<file path="src/rtl/sps_map.svh">
// Purpose: constants for the stepper phase sequencer and chopper
// Assumes: 50 MHz system clock
// Notes: rule summary below, tags used in the design files
//
// Functional notes
// RQ1: Full-step drives two square phase signals held ninety degrees apart.
// RQ2: Direction input picks which phase leads, reversing the rotation.
// RQ3: Each step clock pulse advances the pattern exactly one position.
// RQ4: Half-step mode produces four phase control signals.
// RQ5: Half-step adds two inhibit outputs that float an unpowered bridge.
// RQ6: Processor issues twice the step pulses in half-step for equal travel.
// RQ7: Half-step doubles position resolution, eight positions per electrical cycle.
// RQ8: Winding stays on supply until the sense comparator trips.
// RQ9: On current limit the winding is shorted so current decays slowly.
// RQ10: Decay interval is timed by the oscillator, not by the sense.
// RQ11: When decay ends the winding reconnects and a new cycle starts.
// RQ12: Each phase has its own independent chopping regulator.
// RQ13: Boost option connects both windings to high supply at each step.
// RQ14: After the boost time the high supply switch opens again.
// RQ15: Raise setpoint by root two while only one phase is powered.
// RQ16: Processor avoids stopping in half-step with boosted current applied.
// RQ17: Processor may use half-step only inside the resonance range.
// RQ18: All phase and inhibit signals made here from three control lines.
// RQ19: Processor supplies step clock, reset, direction and half/full select.
// RQ20: Reset forces the phase outputs to a defined start position.
// RQ21: In full-step both inhibit outputs stay high.
// RQ22: Shared oscillator resets both current flops, set beats reset.
// RQ23: Comparator inputs pass a two-stage synchroniser before use.
// RQ24: Half-step walks eight states, alternating one and two phases on.
`ifndef SPS_MAP_SVH
`define SPS_MAP_SVH

// ----------------------------------------------------------------
// Timing
// ----------------------------------------------------------------
`define SPS_CLK_NS 20
`define SPS_CHOP_PERIOD_NS 50000
`define SPS_BLANK_NS 1000
`define SPS_BOOST_NS 200000
`define SPS_CHOP_CYC (`SPS_CHOP_PERIOD_NS / `SPS_CLK_NS)
`define SPS_BLANK_CYC ((`SPS_BLANK_NS + `SPS_CLK_NS - 1) / `SPS_CLK_NS)
`define SPS_CHOP_W 12
`define SPS_BOOST_W 16

// ----------------------------------------------------------------
// Sequence
// ----------------------------------------------------------------
`define SPS_IDX_RESET 3'h0
`define SPS_PH_RESET 4'h3
`define SPS_INH_RESET 2'h3
`define SPS_HALF_INC 3'h1
`define SPS_FULL_INC 3'h2
`define SPS_B_OFFSET 3'h2
`define SPS_IDX_A_OFF0 3'h1
`define SPS_IDX_A_OFF1 3'h5
`define SPS_IDX_A_POS0 3'h0
`define SPS_IDX_A_POS1 3'h6
`define SPS_IDX_A_POS2 3'h7
`define SPS_NUM_PHASES 2

`endif

</file>
<file path="src/rtl/sps_pkg.sv">
// Purpose: shared types for the stepper sequencer
// Assumes: nothing
// Notes: none
package sps_pkg;

  typedef logic [2:0] sps_idx_t;

  typedef struct packed {
    logic on;
    logic pos;
  } sps_wind_t;

  typedef enum logic {SPS_DRIVE, SPS_DECAY} sps_chop_t;

endpackage : sps_pkg

</file>
<file path="src/rtl/sps_chop_if.sv">
// Purpose: link between the sequencer and one chopping regulator
// Assumes: single clock domain
// Notes: oscStart is a one-cycle pulse, blanking a level
interface sps_chop_if;
  logic oscStart;
  logic blanking;
  logic senseRaw;
  logic decay;

  modport seq (output oscStart, output blanking, output senseRaw, input decay);
  modport reg_side (input oscStart, input blanking, input senseRaw, output decay);
endinterface : sps_chop_if

</file>
<file path="src/rtl/sps_top.sv">
// Purpose: bipolar stepper translator with per-phase chopper and boost
// Assumes: step, direction, mode and sense inputs are asynchronous pins
// Notes: outputs registered; chopper shorts a winding via C or D
`include "sps_map.svh"

module sps_top
  import sps_pkg::*;
#(
  parameter int BOOST_NS = `SPS_BOOST_NS
)
(
  // Clock and reset
  input wire logic clk,
  input wire logic rst_n,
  // Processor command lines
  input wire logic stepClk,
  input wire logic dirCw,
  input wire logic halfSel,
  // Options
  input wire logic boostEnable,
  input wire logic torqueCompEnable,
  // Current comparators
  input wire logic senseA,
  input wire logic senseB,
  // Bridge drive
  output logic phA,
  output logic phB,
  output logic phC,
  output logic phD,
  output logic inhA_n,
  output logic inhB_n,
  output logic highSupplyOn,
  output logic refBoost,
  // Status
  output logic [2:0] stepPos,
  output logic chopDecayA,
  output logic chopDecayB
);

  localparam int BOOST_CYC_I = (BOOST_NS + `SPS_CLK_NS - 1) / `SPS_CLK_NS;
  localparam logic [`SPS_BOOST_W-1:0] BOOST_CYC =
    (BOOST_CYC_I < 1) ? `SPS_BOOST_W'(1) : `SPS_BOOST_W'(BOOST_CYC_I);
  localparam logic [`SPS_CHOP_W-1:0] CHOP_LAST = `SPS_CHOP_W'(`SPS_CHOP_CYC - 1);
  localparam logic [`SPS_CHOP_W-1:0] BLANK_CYC = `SPS_CHOP_W'(`SPS_BLANK_CYC);

  // ----------------------------------------------------------------
  // Winding current code for a sequence index
  // ----------------------------------------------------------------
  function automatic sps_wind_t windCode(input sps_idx_t idx);
    sps_wind_t w;
    w.on = 1'b1;
    w.pos = 1'b0;
    if (idx == `SPS_IDX_A_OFF0 || idx == `SPS_IDX_A_OFF1)
      w.on = 1'b0;
    if (idx == `SPS_IDX_A_POS0 || idx == `SPS_IDX_A_POS1 || idx == `SPS_IDX_A_POS2)
      w.pos = 1'b1;
    return w;
  endfunction : windCode

  // ----------------------------------------------------------------
  // Input synchronisers
  // ----------------------------------------------------------------
  logic [2:0] pinS1_q, pinS1_d;
  logic [2:0] pinS2_q, pinS2_d;
  logic stepPrev_q, stepPrev_d;
  logic stepEdge;
  logic dirS, halfS;

  always_comb
  begin
    // Only stage two feeds logic; stage one may still be settling
    pinS1_d = {halfSel, dirCw, stepClk}; // RQ18
    pinS2_d = pinS1_q;
    stepPrev_d = pinS2_q[0];
  end

  always_ff @(posedge clk or negedge rst_n)
  begin
    if (!rst_n)
    begin
      pinS1_q <= 3'h0;
      pinS2_q <= 3'h0;
      stepPrev_q <= 1'b0;
    end
    else
    begin
      pinS1_q <= pinS1_d;
      pinS2_q <= pinS2_d;
      stepPrev_q <= stepPrev_d;
    end
  end

  assign stepEdge = pinS2_q[0] && !stepPrev_q;
  assign dirS = pinS2_q[1];
  assign halfS = pinS2_q[2];

  // ----------------------------------------------------------------
  // Translator
  // ----------------------------------------------------------------
  sps_idx_t idx_q, idx_d;
  sps_idx_t inc;
  logic half_q, half_d;

  always_comb
  begin
    // Full step from an odd index realigns by one first
    inc = `SPS_HALF_INC;
    if (!halfS && !idx_q[0])
      inc = `SPS_FULL_INC; // RQ1
    half_d = halfS;
    idx_d = idx_q;
    if (stepEdge)
    begin
      if (dirS)
        idx_d = idx_q + inc; // RQ2 RQ3 RQ24
      else
        idx_d = idx_q - inc; // RQ2 RQ3 RQ24
    end
  end

  always_ff @(posedge clk or negedge rst_n)
  begin
    if (!rst_n)
    begin
      idx_q <= `SPS_IDX_RESET; // RQ20
      half_q <= 1'b0;
    end
    else
    begin
      idx_q <= idx_d;
      half_q <= half_d;
    end
  end

  // ----------------------------------------------------------------
  // Shared chopping oscillator
  // ----------------------------------------------------------------
  logic [`SPS_CHOP_W-1:0] chopCnt_q, chopCnt_d;

  always_comb
  begin
    chopCnt_d = chopCnt_q + `SPS_CHOP_W'(1);
    if (chopCnt_q == CHOP_LAST)
      chopCnt_d = '0;
  end

  always_ff @(posedge clk or negedge rst_n)
  begin
    if (!rst_n)
      chopCnt_q <= '0;
    else
      chopCnt_q <= chopCnt_d;
  end

  // ----------------------------------------------------------------
  // Per-phase regulators
  // ----------------------------------------------------------------
  sps_chop_if chopBus[`SPS_NUM_PHASES] ();
  logic [`SPS_NUM_PHASES-1:0] senseVec;
  logic [`SPS_NUM_PHASES-1:0] decayVec;

  assign senseVec = {senseB, senseA};

  genvar g;
  generate
    for (g = 0; g < `SPS_NUM_PHASES; g++)
    begin : gPhase
      // Blanking hides recovery spikes right after reconnect
      assign chopBus[g].oscStart = (chopCnt_q == '0); // RQ22
      assign chopBus[g].blanking = (chopCnt_q < BLANK_CYC);
      assign chopBus[g].senseRaw = senseVec[g];
      assign decayVec[g] = chopBus[g].decay;
      sps_chopper uChop
      (
        .clk(clk),
        .rst_n(rst_n),
        .chop(chopBus[g].reg_side)
      ); // RQ12
    end
  endgenerate

  // ----------------------------------------------------------------
  // Boost timer
  // ----------------------------------------------------------------
  logic [`SPS_BOOST_W-1:0] boostCnt_q, boostCnt_d;

  always_comb
  begin
    boostCnt_d = boostCnt_q;
    // Retriggered by every step; the high supply never stays on while idle
    if (stepEdge && boostEnable)
      boostCnt_d = BOOST_CYC; // RQ13
    else if (boostCnt_q != '0)
      boostCnt_d = boostCnt_q - `SPS_BOOST_W'(1); // RQ14
  end

  always_ff @(posedge clk or negedge rst_n)
  begin
    if (!rst_n)
      boostCnt_q <= '0;
    else
      boostCnt_q <= boostCnt_d;
  end

  // ----------------------------------------------------------------
  // Output stage
  // ----------------------------------------------------------------
  // Registered drive, so the bridges never see decode glitches
  sps_wind_t codeA, codeB;
  logic [3:0] ph_q, ph_d;
  logic [1:0] inh_q, inh_d;
  logic refBoost_q, refBoost_d;
  logic highSupply_q, highSupply_d;
  logic [1:0] decay_q, decay_d;

  always_comb
  begin
    codeA = windCode(idx_d);
    codeB = windCode(idx_d - `SPS_B_OFFSET);
    ph_d[0] = codeA.on && codeA.pos; // RQ4
    ph_d[1] = codeB.on && codeB.pos; // RQ4
    ph_d[2] = codeA.on && !codeA.pos;
    ph_d[3] = codeB.on && !codeB.pos;
    // Equiphase on both legs shorts the winding during decay
    if (decayVec[0])
      ph_d[2] = ph_d[0]; // RQ9
    if (decayVec[1])
      ph_d[3] = ph_d[1]; // RQ9
    inh_d[0] = half_d ? codeA.on : 1'b1; // RQ5 RQ21
    inh_d[1] = half_d ? codeB.on : 1'b1; // RQ5 RQ21
    refBoost_d = torqueCompEnable && half_d && !(inh_d[0] && inh_d[1]); // RQ15
    highSupply_d = (boostCnt_d != '0);
    decay_d = decayVec;
  end

  always_ff @(posedge clk or negedge rst_n)
  begin
    if (!rst_n)
    begin
      ph_q <= `SPS_PH_RESET; // RQ20
      inh_q <= `SPS_INH_RESET; // RQ21
      refBoost_q <= 1'b0;
      highSupply_q <= 1'b0;
      decay_q <= 2'h0;
    end
    else
    begin
      ph_q <= ph_d;
      inh_q <= inh_d;
      refBoost_q <= refBoost_d;
      highSupply_q <= highSupply_d;
      decay_q <= decay_d;
    end
  end

  assign phA = ph_q[0];
  assign phB = ph_q[1];
  assign phC = ph_q[2];
  assign phD = ph_q[3];
  assign inhA_n = inh_q[0];
  assign inhB_n = inh_q[1];
  assign refBoost = refBoost_q;
  assign highSupplyOn = highSupply_q;
  assign stepPos = idx_q; // RQ7
  assign chopDecayA = decay_q[0];
  assign chopDecayB = decay_q[1];
endmodule : sps_top

</file>
<file path="src/rtl/sps_chopper.sv">
// Purpose: one phase current regulator, set-dominant chop latch
// Assumes: comparator output is asynchronous to clk
// Notes: decay lasts until the next oscillator period start
`include "sps_map.svh"

module sps_chopper
  import sps_pkg::*;
(
  // Clock and reset
  input wire logic clk,
  input wire logic rst_n,
  // Sequencer link
  sps_chop_if.reg_side chop
);

  logic senseS1_q, senseS1_d;
  logic senseS2_q, senseS2_d;
  sps_chop_t state_q, state_d;
  logic tripSet;

  assign tripSet = senseS2_q && !chop.blanking;

  always_comb
  begin
    senseS1_d = chop.senseRaw; // RQ23
    senseS2_d = senseS1_q; // RQ23
    state_d = state_q;
    unique case (state_q)
      SPS_DRIVE:
      begin
        if (tripSet)
          state_d = SPS_DECAY; // RQ8
      end
      SPS_DECAY:
      begin
        // Set wins, so a trip inside the start pulse keeps decay
        if (chop.oscStart && !tripSet)
          state_d = SPS_DRIVE; // RQ10 RQ11 RQ22
      end
    endcase
  end

  always_ff @(posedge clk or negedge rst_n)
  begin
    if (!rst_n)
    begin
      senseS1_q <= 1'b0;
      senseS2_q <= 1'b0;
      state_q <= SPS_DRIVE;
    end
    else
    begin
      senseS1_q <= senseS1_d;
      senseS2_q <= senseS2_d;
      state_q <= state_d;
    end
  end

  assign chop.decay = (state_q == SPS_DECAY); // RQ9
endmodule : sps_chopper

</file>
<file path="config.mk">
export PLATFORM = sky130hd
export DESIGN_NAME = sps_top
export DESIGN_NICKNAME = d
export VERILOG_FILES = /design/src/rtl/sps_pkg.sv /design/src/rtl/sps_chop_if.sv /design/src/rtl/sps_top.sv /design/src/rtl/sps_chopper.sv
export VERILOG_INCLUDE_DIRS = /design/src /design/src/rtl
export SDC_FILE = /design/constraint.sdc
export NUM_CORES = 1
export LEC_CHECK = 0
export ABC_CLOCK_PERIOD_IN_PS = 2950
export BUFFER_PORTS_ARGS = -buffer_cell sky130_fd_sc_hd__buf_2
export CAP_MARGIN = 30
export CORE_MARGIN = 5
export CORE_UTILIZATION = 58
export CTS_BUF_LIST = sky130_fd_sc_hd__clkbuf_16
export DETAILED_ROUTE_END_ITERATION = 6
export PLACE_DENSITY = 0.81
export SLEW_MARGIN = 15
export SYNTH_ARGS = -nofsm -noshare
export SYNTH_HDL_FRONTEND = slang
export SYNTH_HIERARCHICAL = 1
export SYNTH_SLANG_ARGS = --single-unit
</file>
<file path="constraint.sdc">
create_clock -name clk -period 2.95 [get_ports clk]
set_clock_uncertainty 0.15 [all_clocks]
set_input_delay 0.295 -clock clk [delete_from_list [all_inputs] [get_ports clk]]
set_output_delay 0.295 -clock clk [all_outputs]
set_load 0.01 [all_outputs]
</file>
== Word level (Yosys, flattened, before mapping) ==
Index checks and enable logic that the tools add are counted.
Storage, ports and cells
  register bits: 54
  bits of input ports: 9
Operators by class
  add/subtract/negate cells: 5
  $lt $le $gt $ge: 1
  eq/ne operators: 9
  muxes and demuxes: 20
  bitwise operators: 2
  reductions and logical operators: 34
Operator list (number)
  $mux W16: 2
  $reduce_bool A16 Y1: 2
  $eq A3 B3 Y1 const B: 6
  $sub A16 B1 Y16 const B: 1
  $logic_and A1 B1 Y1: 14
  $add A12 B1 Y12 const B: 1
  $eq A12 B12 Y1 const B: 1
  $logic_not A12 Y1: 1
  $lt A12 B6 Y1 const B: 1
  $mux W1: 12
  $mux W12: 1
  $logic_not A1 Y1: 9
  $eq A3 B1 Y1 const B: 2
  $logic_not A3 Y1: 2
  $logic_or A1 B1 Y1: 6
  $mux W3: 2
  $pmux W1 S2: 2
  $add A3 B3 Y3: 1
  $sub A3 B2 Y3 const B: 1
  $sub A3 B3 Y3: 1
  $mux W2: 1
  $not A1 Y1: 2

== Longest topological paths before layout ==
Gate-level depths: netlist of the first run.
  depth in word-level cells: 14
  depth in mapped cells: 9
  mapped depth without buffers: 8

== Hierarchy ==
The synthesis of the first run kept the hierarchy.
By module, submodules not included
  sps_top: times used 1, cells each 201, area each 2199.6 um2
  sps_chopper: times used 2, cells each 6, area each 95.1 um2

== Least setup slack after synthesis of the first run ==
OpenSTA, ideal clock, no wires.
  kind: reg-to-reg
  start: register idx_q[0], in the netlist stepPos[0]
  end: register ph_q[2]
  setup time: 0.079 ns
  data arrival time: 2.229 ns
  setup slack: 0.492 ns
  cell stages (with the launch flop): 9
  path buffers: 0
  cell sequence: dfrtp_1 > or2_2 > ha_1 > fa_1 > xnor2_1 > nand2_1 > xnor2_1 > xor2_1 > mux2i_1
On the way
  word-level cells in the longest chain between the ends: 13
  elaborated cells on any way between the ends: 21
  those cells by class: 2 x add/sub; 4 x eq/ne; 6 x mux; 9 x reduce/logical
RTL lines
  from (decl): RTL line sps_top.sv:100  | sps_idx_t idx_q, idx_d;
  from (signal assigned): RTL line sps_top.sv:125  | idx_q <= `SPS_IDX_RESET;
  from (signal assigned): RTL line sps_top.sv:130  | idx_q <= idx_d;
  $logic_not A1 Y1: RTL line sps_top.sv:108  | if (!halfS && !idx_q[0])
  $logic_and A1 B1 Y1: RTL line sps_top.sv:108
  $mux W2: RTL line sps_top.sv:108
  $sub A3 B3 Y3 or $add A3 B3 Y3 (tied branches): RTL line sps_top.sv:117, sps_top.sv:115
  $mux W3 (*): RTL line sps_top.sv:114  | if (dirS)
  $mux W3 (*): RTL line sps_top.sv:112  | if (stepEdge)
  net idx_d[2]: RTL line sps_top.sv:100
  $eq A3 B3 Y1 (no source line) or $logic_not A3 Y1 (tied branches)
  $logic_or A1 B1 Y1 (no source line) (2 in a row)
  $mux W1: RTL line sps_top.sv:55  | if (idx == `SPS_IDX_A_POS0 || idx == `SPS_IDX_A_POS1 || idx == `SPS_IDX_A_POS2)
  $logic_not A1 Y1: RTL line sps_top.sv:222  | ph_d[2] = codeA.on && !codeA.pos;
  $logic_and A1 B1 Y1: RTL line sps_top.sv:222
  $mux W1 (*): RTL line sps_top.sv:225  | if (decayVec[0])
  net ph_d[2]: RTL line sps_top.sv:210  | logic [3:0] ph_q, ph_d;
  to (signal assigned): RTL line sps_top.sv:240  | ph_q <= `SPS_PH_RESET;
  to (signal assigned): RTL line sps_top.sv:248  | ph_q <= ph_d;
  to (decl): RTL line sps_top.sv:210
Mark *: on every way through the listed nets, which the timed path passes. The rest lies on a longest branch.

== Worst setup path in the final report of the first run ==
  start: register boostCnt_q[0]
  end: register highSupply_q, in the netlist highSupplyOn
On the way
  word-level cells in the longest chain between the ends: 4
  elaborated cells on any way between the ends: 5
  those cells by class: 1 x add/sub; 2 x mux; 2 x reduce/logical
RTL lines
  from (decl): RTL line sps_top.sv:185  | logic [`SPS_BOOST_W-1:0] boostCnt_q, boostCnt_d;
  from (signal assigned): RTL line sps_top.sv:202  | boostCnt_q <= boostCnt_d;
  $sub A16 B1 Y16 or $reduce_bool A16 Y1 (tied branches): RTL line sps_top.sv:194, sps_top.sv:193
  $mux W16 (*): RTL line sps_top.sv:193  | else if (boostCnt_q != '0)
  $mux W16 (*): RTL line sps_top.sv:191  | if (stepEdge && boostEnable)
  $reduce_bool A16 Y1 (*): RTL line sps_top.sv:232  | highSupply_d = (boostCnt_d != '0);
  net highSupply_d: RTL line sps_top.sv:213  | logic highSupply_q, highSupply_d;
  to (signal assigned): RTL line sps_top.sv:251  | highSupply_q <= highSupply_d;
  to (decl): RTL line sps_top.sv:213
Marked as above.

==> results.md, run 1 <==
* Setup Viol. Count Final at 0
* TritonCTS clock tree: done
* Core box area at between 0.004 and 0.005 mm²
* Tmin final at 2.64 ns
* Area growth from synthesis to layout at 16.7%
* N_diodes at 0
* Fraction of layout cells with a size suffix above 1 at approximately a fifth
* Die area at between 0.005 and 0.006 mm²
* Register Area at approximately 0.0014 mm²
* Worst-path cell chain: inv_1 -> ha_1 -> nor4b_4 -> nand4_1 -> nor4b_1 -> xnor2_1 -> nand3_1 -> or4_1
* Worst vdd ir at 0.000515 V
* Final slew viol count at 0
* Tcrit/Tclk final at 89.5%
* RePlAce Congestion at around 0.95
* Row count at 23
* Crit. End Element: register
* Internal at 1.45 mW
* Synthesized Nets at 228
* Crit path max-delay family: simple AND/OR/NAND/NOR gates
* Sw Share at approximately a third
* Syn_area_per_cell at roughly 11 µm²
* 1st-iter DRT viols at between 100 and 150
* Count of cell types in the netlist at 42
* Most frequent cells in the layout: dfrtp_1, nor2_1, buf_2
* Die width at around 74 µm
* Via density at 5.74
* H-tree Lvls at 2
* Fillcell total at 306
* Total CTS buffers at 5
* Synth warn at 6
* Antenna violations before repair at 0
* Pre-CTS setup slack at about 0.40 ns
* Final hold violations at 0
* Leak at between 1 and 1.5 nW
* Antenna Violating Nets Remaining at 0
* Multi-input gate area at around 980 µm²
* Clk_lat worst skew at between 0.2 and 0.3 ns
* RSZ-0062 raised after global routing: no
* Largest net degree at the start of global routing at 29
* Clk pwr share at 27.6%
* HP Class: in2reg
* Post-CTS sizing at 0
* Largest stage delay on the critical path at ~0.53 ns
* # hold bufs at CTS at 6
* Worst-path clk slew at approximately 0.07 ns
* Pre-antenna DRT Iters at 4
* Worst Path Required at approximately 3 ns
* CP max FO at 6
* WL final at just under 5 mm
* PnR worst setup slack at 0.309 ns
* Final Net Count at 263
* Post-CTS setup buffers at 0
* Die height at between 70 and 80 µm
* Cells after Synth at around 210
* Commonest non-fill, non-tap cell in the layout: dfrtp_1
* Sequential fraction of the synthesis area at a little under three fifths
* Worst Path Arrival at 2.65 ns
* Sequential power share at between 40 and 50%
* Bufs on Longest Clock Path at 2
* Worst path slowest cell: or4_1
* Number of max-cap violations at 0
* CTS root buffer: clkbuf_16
* I/O Buffers at 21
* Max Clk Rate at roughly 380 MHz
* Type of origin of the critical path: register
* Status: finished, final reports clean
* Setup tns final at 0 ns
* Initial core utilization at about three fifths
* Relative slew margins at between 60% and 70%
* Vias in the first global route at 1758
* Routed vias at about 1700
* Sw Pwr at 729 µW
* Combinational share of power at around a quarter
* Detailed-placement wirelength estimate at about 3.4 mm
* Gr usage total at 20.6%
* Netlist Area Pre-Place at approximately 0.0024 mm²
* Clk sink count at 54
* Worst path bufs/invs at 1
* Slew @ Worst Pin at between 0.5 and 0.6 ns
* First-pass GRT wire length at 8.32 mm
* GRT overflow at 0
* Cell area power density at slightly below 800 mW/mm²
* Ports at 22
* WL/cell at 16.3 µm
* Synthesized flop and latch total at 54
* Crit path kind: reg2reg
* Post-route DRC at 0
## path summary, 6_finish.rpt
kind,slack (ns),cells past startpoint,to,from
worst min-delay path,0.12,2,refBoost,torqueCompEnable
min in group asynchronous,0.39,2,boostCnt_q[15],rst_n
max in group asynchronous,1.46,3,inh_q[1],rst_n
worst max-delay path,0.31,8,highSupplyOn,boostCnt_q[0]
worst min register to register,0.20,0,gPhase[0].uChop/senseS2_q,gPhase[0].uChop/senseS1_q
worst max register to register,0.31,8,highSupplyOn,boostCnt_q[0]
## layer usage
layer	wire [µm]	vias to the layer above	global-route usage, %	share of wire, %
li1	-	810	-	-
met1	1970	844	25.3	40
met2	2570	49	34.1	53
met3	187	14	4.05	3.8
met4	159	0	11.7	3.3
met5	0	-	0	0
## cells in the mapped netlist
| library cell | instances | share of area (%) |
|---|---|---|
| dfrtp_1 | 50 | 52 |
| nor2_1 | 27 | 4.2 |
| nand2_1 | 17 | 2.7 |
| xnor2_1 | 13 | 4.8 |
| inv_1 | 11 | 1.7 |
| nand3_1 | 9 | 1.9 |
| a21oi_1 | 7 | 1.5 |
| nand4_1 | 7 | 1.8 |
| nor3_1 | 7 | 1.5 |
| and3_1 | 5 | 1.3 |
| ha_1 | 5 | 2.6 |
| xor2_1 | 5 | 1.8 |
| dfstp_2 | 4 | 4.4 |
| mux2i_1 | 4 | 1.7 |
| a211oi_1 | 3 | 0.94 |
| nor4_1 | 3 | 0.79 |
| o31ai_1 | 3 | 0.94 |
| and2_1 | 2 | 0.52 |
| clkbuf_1 | 2 | 0.31 |
| nor2b_1 | 2 | 0.52 |
| nor4_2 | 2 | 1.0 |
| nor4b_1 | 2 | 0.73 |
| o21ai_0 | 2 | 0.42 |
| o22ai_2 | 2 | 1.0 |
| or3_1 | 2 | 0.52 |
| a32oi_1 | 1 | 0.37 |
| and4_1 | 1 | 0.37 |
| buf_2 | 1 | 0.21 |
| fa_1 | 1 | 0.84 |
| mux2_1 | 1 | 0.47 |
| nand4b_1 | 1 | 0.37 |
| nor3_2 | 1 | 0.42 |
| nor3_4 | 1 | 0.68 |
| nor3b_2 | 1 | 0.52 |
| nor4b_4 | 1 | 0.99 |
| o211a_1 | 1 | 0.42 |
| o311ai_0 | 1 | 0.37 |
| o31a_1 | 1 | 0.37 |
| o31ai_2 | 1 | 0.52 |
| or2_2 | 1 | 0.26 |
| or3_4 | 1 | 0.47 |
| or4_1 | 1 | 0.31 |
## power by group through the flow
| stage | Clock [mW] | Combinational [mW] | Sequential [mW] |
|---|---|---|---|
| after global routing | 0.659 | 0.631 | 1.03 |
| after global placement | 0 | 0.528 | 1.02 |
| final | 0.603 | 0.567 | 1.01 |
| after floorplan | 0 | 0.336 | 1.03 |
| after CTS | 0.617 | 0.570 | 1.01 |
| after detailed placement | 0 | 0.553 | 1.02 |
## through the flow
step                hold WS [ns]  cell area [µm²]  total power, mW  utilization (%)  std cells
finish                     0.117             2790             2.18             69.7        299
global route               0.118             2790             2.32             69.7        299
CTS                        0.114             2790             2.20             69.7        299
detailed placement         0.186             2570             1.58             64.4        285
global placement           0.178             2570             1.55             64.4        285
floorplan                 -0.151             2390             1.36                -        213
## registers in the layout, indices dropped and copies added, names as in the netlist
| register | flops |
|---|---|
| boostCnt_q | 16 |
| chopCnt_q | 12 |
| decay_q | 2 |
| gPhase.uChop/chop.decay | 2 |
| gPhase.uChop/senseS1_q | 2 |
| gPhase.uChop/senseS2_q | 2 |
| highSupplyOn | 1 |
| inh_q | 2 |
| ph_q | 4 |
| pinS1_q | 3 |
| pinS2_q | 3 |
| refBoost | 1 |
| stepPos | 3 |
| stepPrev_q | 1 |
## final cells by class
cell class / count / share of cell area [%]
Inverter: 11 / 1.48
Clock buffer: 5 / 4.49
Sequential cell: 54 / 48.6
Tap cell: 50 / 2.24
Multi-Input combinational cell: 145 / 35.1
Timing Repair Buffer: 31 / 7.00
Clock inverter: 3 / 1.03
## cells by family (layout without fill, tap and decap cells)
kind of cell / after synthesis / count (layout) / synth area share [%]
compound gates: 22 / 22 / 6.86
simple gates: 94 / 94 / 21.9
buf+inv: 14 / 50 / 2.25
fa+ha+maj: 6 / 6 / 3.46
flops: 54 / 54 / 56.8
xor+xnor: 18 / 18 / 6.60
mux: 5 / 5 / 2.15
Power figures use the tool's default switching activity.
==> run 2, diff against run 1 <==
--- a/config.mk
+++ b/config.mk
@@ -9,7 +9,7 @@
 export ABC_CLOCK_PERIOD_IN_PS = 2950
 export BUFFER_PORTS_ARGS = -buffer_cell sky130_fd_sc_hd__buf_2
 export CAP_MARGIN = 30
-export CORE_MARGIN = 5
+export CORE_MARGIN = 8
 export CORE_UTILIZATION = 58
 export CTS_BUF_LIST = sky130_fd_sc_hd__clkbuf_16
 export DETAILED_ROUTE_END_ITERATION = 6
==> run 2 against run 1 <==
  * Flip-flop and latch count unchanged
  * Sequential share of layout area decreased by 0.73 points
  * Global-route usage decreased by 3.6 points
  * Largest cell class unchanged
  * Largest power group unchanged
==> results.md, run 2 (synthesis results as in run 1) <==
* Largest stage delay on the critical path at approximately 0.48 ns
* H-tree Lvls at 2
* WL final at between 4 and 5 mm
* Largest net degree at the start of global routing at 32
* Crit. End Element: register
* Non-filler instance count after layout at 300
* CP most frequent cell: xnor2_1
* Final hold violations at 0
* Final Net Count at 264
* Leak at between 1 and 1.5 nW
* Worst-path clk slew at approximately 0.060 ns
* Vias in the first global route at between 1500 and 2000
* Cell Area, Placed at roughly 0.0026 mm²
* Tmin final at about 2.8 ns
* Largest registers: boostCnt_q x16, chopCnt_q x12, ph_q x4
* Area growth from synthesis to layout at 18.5%
* Worst Path Required at around 3 ns
* Relative slew margins at approximately 53%
* Status: finished, final reports clean
* Post-CTS sizing at 0
* Reg with most FFs: boostCnt_q
* Cell area power density at between 800 and 900 mW/mm²
* TritonCTS clock tree: done
* Worst vdd ir at 0.000563 V
* Crit path kind: reg2reg
* RePlAce Congestion at just over 0.9
* # hold bufs at CTS at 6
* HP Class: in2reg
* Worst path bufs/invs at 0
* Worst-path cell chain: or2_2 -> ha_1 -> fa_1 -> xnor2_1 -> nand2_1 -> xnor2_1 -> xor2_1 -> mux2i_1
* PnR worst setup slack at 0.153 ns
* Die height at around 80 µm
* Fillcell total at about 280
* Reg2Reg Setup Slack at 0.15 ns
* Die area at around 0.0064 mm²
* CTS root buffer: clkbuf_16
* Gr usage total at between 15 and 20%
* Multi-input gate area at ~980 µm²
* Design Area, Final at roughly 0.0028 mm²
* Pre-CTS setup slack at between 0.2 and 0.3 ns
* Setup tns final at 0 ns
* Pre-antenna DRT Iters at 4
* Post-route DRC at 0
* CP max FO at 6
* Setup Viol. Count Final at 0
* Worst path slowest cell: xnor2_1
* Most frequent cells in the layout: dfrtp_1, nor2_1, buf_2
* 1st-iter DRT viols at 81
* Core box area at roughly 0.0040 mm²
* Total CTS buffers at 5
* Number of flip-flops in the largest register at 16
* Fraction of layout cells with a size suffix above 1 at between 10% and 20%
* Final slew viol count at 0
* Die width at roughly 80 µm
* Row count at 23
* Antenna violations before repair at 0
* Clk sink count at 54
* Crit path max-delay family: XOR/XNOR gates
* Antenna Violating Nets Remaining at 0
* Commonest non-fill, non-tap cell in the layout: dfrtp_1
* WL/cell at between 15 and 20 µm
* GRT overflow at 0
* Worst Path Arrival at between 2 and 3 ns
* I/O Buffers at 21
* Via density at about 5.6
* Detailed-placement wirelength estimate at about 3.5 mm
* Slew @ Worst Pin at approximately 0.7 ns
* Register Area at between 0.001 and 0.0015 mm²
* N_diodes at 0
* First-pass GRT wire length at roughly 8.5 mm
* Max Clk Rate at between 300 and 400 MHz
* Type of origin of the critical path: register
* Ports at 22
* Initial core utilization at approximately three fifths
* Number of max-cap violations at 0
* Bufs on Longest Clock Path at 2
* Post-CTS setup buffers at 0
* RSZ-0062 raised after global routing: no
* Placed Cells at roughly 290
* Tcrit/Tclk final at a little over nine tenths
* Routed vias at 1687
* Clk_lat worst skew at ~0.28 ns
-- run 2: final timing paths --
path,startpoint,end,depth (start not counted)
max in group asynchronous,rst_n,ph_q[1],3
worst min register to register,gPhase[1].uChop/senseS1_q,gPhase[1].uChop/senseS2_q,0
worst max-delay path,pinS2_q[2],ph_q[2],8
worst min-delay path,torqueCompEnable,refBoost,2
worst max register to register,pinS2_q[2],ph_q[2],8
min in group asynchronous,rst_n,highSupplyOn,2
-- run 2: final cells by class --
cell class / count / share of cell area [%]
Inverter: 11 / 1.46
Tap cell: 50 / 2.21
Clock inverter: 3 / 2.25
Clock buffer: 5 / 4.42
Timing Repair Buffer: 32 / 7.16
Sequential cell: 54 / 47.9
Multi-Input combinational cell: 145 / 34.6
-- run 2: per-layer routing --
layer	up-vias	track usage [%]	routed length, µm
met3	10	4.35	185
met1	816	18.9	1960
li1	813	-	-
met4	0	6.73	102
met5	-	0	0
met2	48	30.4	2740
-- run 2: through the flow --
| step | power [mW] | utilization (%) | hold WS [ns] |
|---|---|---|---|
| 6_report | 2.30 | 71.3 | 0.105 |
| 4_1_cts | 2.32 | 71.3 | 0.0992 |
| 3_5_place_dp | 1.58 | 65.0 | 0.192 |
| 3_3_place_gp | 1.54 | 65.0 | 0.182 |
| 2_1_floorplan | 1.36 | - | -0.151 |
| 5_1_grt | 2.43 | 71.3 | 0.105 |
-- run 2: worst register-to-register path, cell delays in order, from the launching register on --
cell and delay, ns:
dfrtp_1 0.42, or2_2 0.34, ha_1 0.21, fa_1 0.41, xnor2_1 0.15, nand2_1 0.08, xnor2_1 0.48, xor2_1 0.24
mux2i_1 0.25
-- run 2: report_power, final --
group	switching (mW)	internal [mW]	total, mW
Combinational	0.321	0.246	0.567
Clock	0.238	0.483	0.720
Sequential	0.131	0.879	1.01
==> run 3, diff against run 2 <==
--- a/config.mk
+++ b/config.mk
@@ -6,7 +6,7 @@
 export SDC_FILE = /design/constraint.sdc
 export NUM_CORES = 1
 export LEC_CHECK = 0
-export ABC_CLOCK_PERIOD_IN_PS = 2950
+export ABC_CLOCK_PERIOD_IN_PS = 3100
 export BUFFER_PORTS_ARGS = -buffer_cell sky130_fd_sc_hd__buf_2
 export CAP_MARGIN = 30
 export CORE_MARGIN = 8
@@ -17,5 +17,4 @@
 export SLEW_MARGIN = 15
 export SYNTH_ARGS = -nofsm -noshare
 export SYNTH_HDL_FRONTEND = slang
-export SYNTH_HIERARCHICAL = 1
 export SYNTH_SLANG_ARGS = --single-unit
==> constraint.sdc (replaced) <==
create_clock -name clk -period 3.1 [get_ports clk]
set_clock_uncertainty 0.15 [all_clocks]
set_input_delay 0.31 -clock clk [delete_from_list [all_inputs] [get_ports clk]]
set_output_delay 0.31 -clock clk [all_outputs]
set_load 0.01 [all_outputs]
==> run 3 against run 2 <==
  * Worst hold slack better by 0.0035 ns
  * Largest cell class unchanged
  * Sequential share of layout area down 1.8 points
  * Combinational power up 32%
  * Final cell count increased by 7.7%
  * Register-to-register slack is essentially flat
  * Flip-flop and latch count unchanged
  * Clock-buffer cell count stayed put
  * Non-clock buffer count rose by 9
  * Utilization shrank 2.4 points
==> results.md, run 3 <==
* Row count at 24
* Most frequent cells in the layout: dfrtp_1, nor2_1, buf_2
* Top Layer Used: met4
* Netlist Area Pre-Place at 0.00251 mm²
* Ports at 22
* Post-synth EDFFs at 0
* Post-route DRC at 0
* Final slew viol count at 0
* Commonest non-fill, non-tap cell in the layout: dfrtp_1
* Worst Path Arrival at just under 3 ns
* Status: finished, final reports clean
* RSZ-0062 raised after global routing: no
* Combinational share of power at between 30% and 40%
* Clk sink count at 54
* Final Power at 2.22 mW
* RePlAce Congestion at between 0.9 and 1
* Internal at roughly 1.5 mW
* Largest registers: boostCnt_q x16, chopCnt_q x12, ph_q x4
* H-tree Lvls at 2
* Area leader, netlist: dfrtp_1
* HP Class: in2reg
* Fillcell total at about 300
* WL final at 5.11 mm
* Most numerous cell in the Yosys netlist: dfrtp_1
* Register Area at approximately 0.0014 mm²
* Syn_area_per_cell at 10.8 µm²
* First-pass GRT wire length at 8.83 mm
* Type of origin of the critical path: register
* List of most frequent post-synthesis cells: dfrtp_1, nor2_1, xnor2_1
* Slew @ Worst Pin at 0.670 ns
* Clk_lat worst skew at around 0.29 ns
* Sw Share at between 30% and 40%
* I/O Buffers at 21
* Cells after Synth at 232
* Multi-input gate area at between 0.001 and 0.0015 mm²
* CTS root buffer: clkbuf_16
* Die area at 0.00669 mm²
* Sequential power share at approximately two fifths
* Tmin final at between 2 and 3 ns
* Worst-path clk slew at 0.07 ns
* Cell area power density at roughly 750 mW/mm²
* Metal1 wirelength at ~2.1 mm
* Count of cell types in the netlist at 47
* Synth top area cells: dfrtp_1, xnor2_1, nor2_1
* Final Net Count at around 290
* Relative slew margins at 54.9%
* Routed wl met3 at approximately 180 µm
* Routed vias at 1811
* Synth warn at 0
* Placed Cells at approximately 300
* Final hold violations at 0
* Number of flip-flops in the largest register at 16
* Detailed-placement wirelength estimate at between 3 and 4 mm
* Worst vdd ir at between 0.0005 and 0.0006 V
* Sw Pwr at between 700 and 800 µW
* Antenna violations before repair at 0
* Top FF cell, synth: dfrtp_1
* Gr usage total at ~17%
* Pre-antenna DRT Iters at 4
* Crit path kind: reg2reg
* Sequential fraction of the synthesis area at 54.0%
* Synthesized Nets at 247
* Leak at about 1.3 nW
* Fraction of layout cells with a size suffix above 1 at 20.7%
* 1st-iter DRT viols at 155
* Non-filler instance count after layout at approximately 320
* CP max FO at 7
* Total CTS buffers at 5
* Die height at between 80 and 90 µm
* Fraction of registers with async set/reset at between 90% and 100%
* Clk pwr share at between 20% and 30%
* Tcrit/Tclk final at a little over nine tenths
* Number of max-cap violations at 0
* Worst Path Required at 3.11 ns
* Largest net degree at the start of global routing at 40
* Synth top area share at between 40% and 50%
* Synthesized flop and latch total at between 50 and 60
* Initial core utilization at approximately three fifths
* Reg with most FFs: boostCnt_q
* Crit. End Element: register
* GRT overflow at 0
* TritonCTS clock tree: done
* Setup Viol. Count Final at 0
* WL/cell at 15.8 µm
* Via density at between 5 and 6
* Core box area at roughly 0.0043 mm²
* Die width at ~82 µm
* Vias in the first global route at roughly 1900
* Routed wl met2 at 2.67 mm
* Max Clk Rate at about 340 MHz
* N_diodes at 0
* Bufs on Longest Clock Path at 2
* Antenna Violating Nets Remaining at 0
* Setup tns final at 0 ns
* Area growth from synthesis to layout at 17.0%
==> run 3: cell count changes in the layout (fill, tap and decap cells not counted), sizes merged, moves of 3 or more <==
cell   before  now
nor2       27   31
nor4b       3    0
buf        26   35
xnor2      13   17
or4         1    4
nor4        5    8
nand4       7    3
==> run 3: worst max-delay path, cell delays in order, from the launching register on <==
cell,delay (ns)
dfrtp_1,0.43
inv_2,0.08
ha_1,0.13
or4b_4,0.51
o41ai_4,0.54
nor3_1,0.13
xnor2_1,0.22
nand3_1,0.11
or4_1,0.53
==> run 3: worst paths after layout <==
path,cells after the start,from,slack [ns],to
min,2,torqueCompEnable,0.11,refBoost
max reg2reg,8,boostCnt_q[1],0.16,highSupplyOn
max in group asynchronous,3,rst_n,1.67,inh_q[0]
max,8,boostCnt_q[1],0.16,highSupplyOn
min reg2reg,0,pinS1_q[1],0.20,pinS2_q[1]
min in group asynchronous,2,rst_n,0.31,pinS1_q[2]
==> run 3: area by class of cell <==
class | instances | share of cell area [%]
well taps | 52 | 2.21
repair buffers | 41 | 9.20
clock inverters | 3 | 0.681
inverters | 10 | 1.28
multi-input cells | 158 | 36.2
clock buffers | 5 | 4.26
flip-flops and latches | 54 | 46.1
==> run 3: cells by family after synthesis <==
group                      count (synthesis)  synth area share (%)
buffers and inverters                     20                  3.69
and+or+nand+nor                          102                  21.3
muxes                                      3                  1.20
xor gates and xnor gates                  22                  7.67
adders and majority gates                  6                  3.29
DFF                                       54                  54.0
AOI/OAI and AO/OA                         25                  8.82
==> run 3: stage by stage <==
| step | hold WS, ns | instance area, µm² | worst slack (ns) | util, % |
|---|---|---|---|---|
| after detailed placement | 0.0713 | 2710 | 0.0875 | 63.5 |
| after global routing | 0.117 | 2940 | 0.0406 | 68.9 |
| final | 0.109 | 2940 | 0.159 | 68.9 |
| after global placement | 0.0701 | 2710 | 0.149 | 63.5 |
| after floorplan | -0.136 | 2510 | 0.145 | - |
| after CTS | 0.104 | 2910 | 0.0780 | 68.3 |
==> run 3: repair_timing <==
action | CTS | global route
setup buffers | 0 | 3
hold buffers | 6 | 0
endpoints found under the setup margin | 0 | 1
endpoints found under the hold margin | 19 | 0
resized for setup | 0 | 2
==> run 3: power by group through the flow <==
stage               logic (mW)  registers (mW)  clock network, mW
floorplan                0.502           0.948                  0
global placement         0.715           0.933                  0
detailed placement       0.733           0.935                  0
CTS                      0.744           0.922              0.555
global route             0.838           0.941              0.587
finish                   0.746           0.924              0.548
==> run 3: per-layer routing <==
metal,vias to the layer above,GRT usage (%)
met4,0,7.19
met3,16,4.16
met5,-,0
met2,39,29.0
met1,880,20.5
li1,876,-
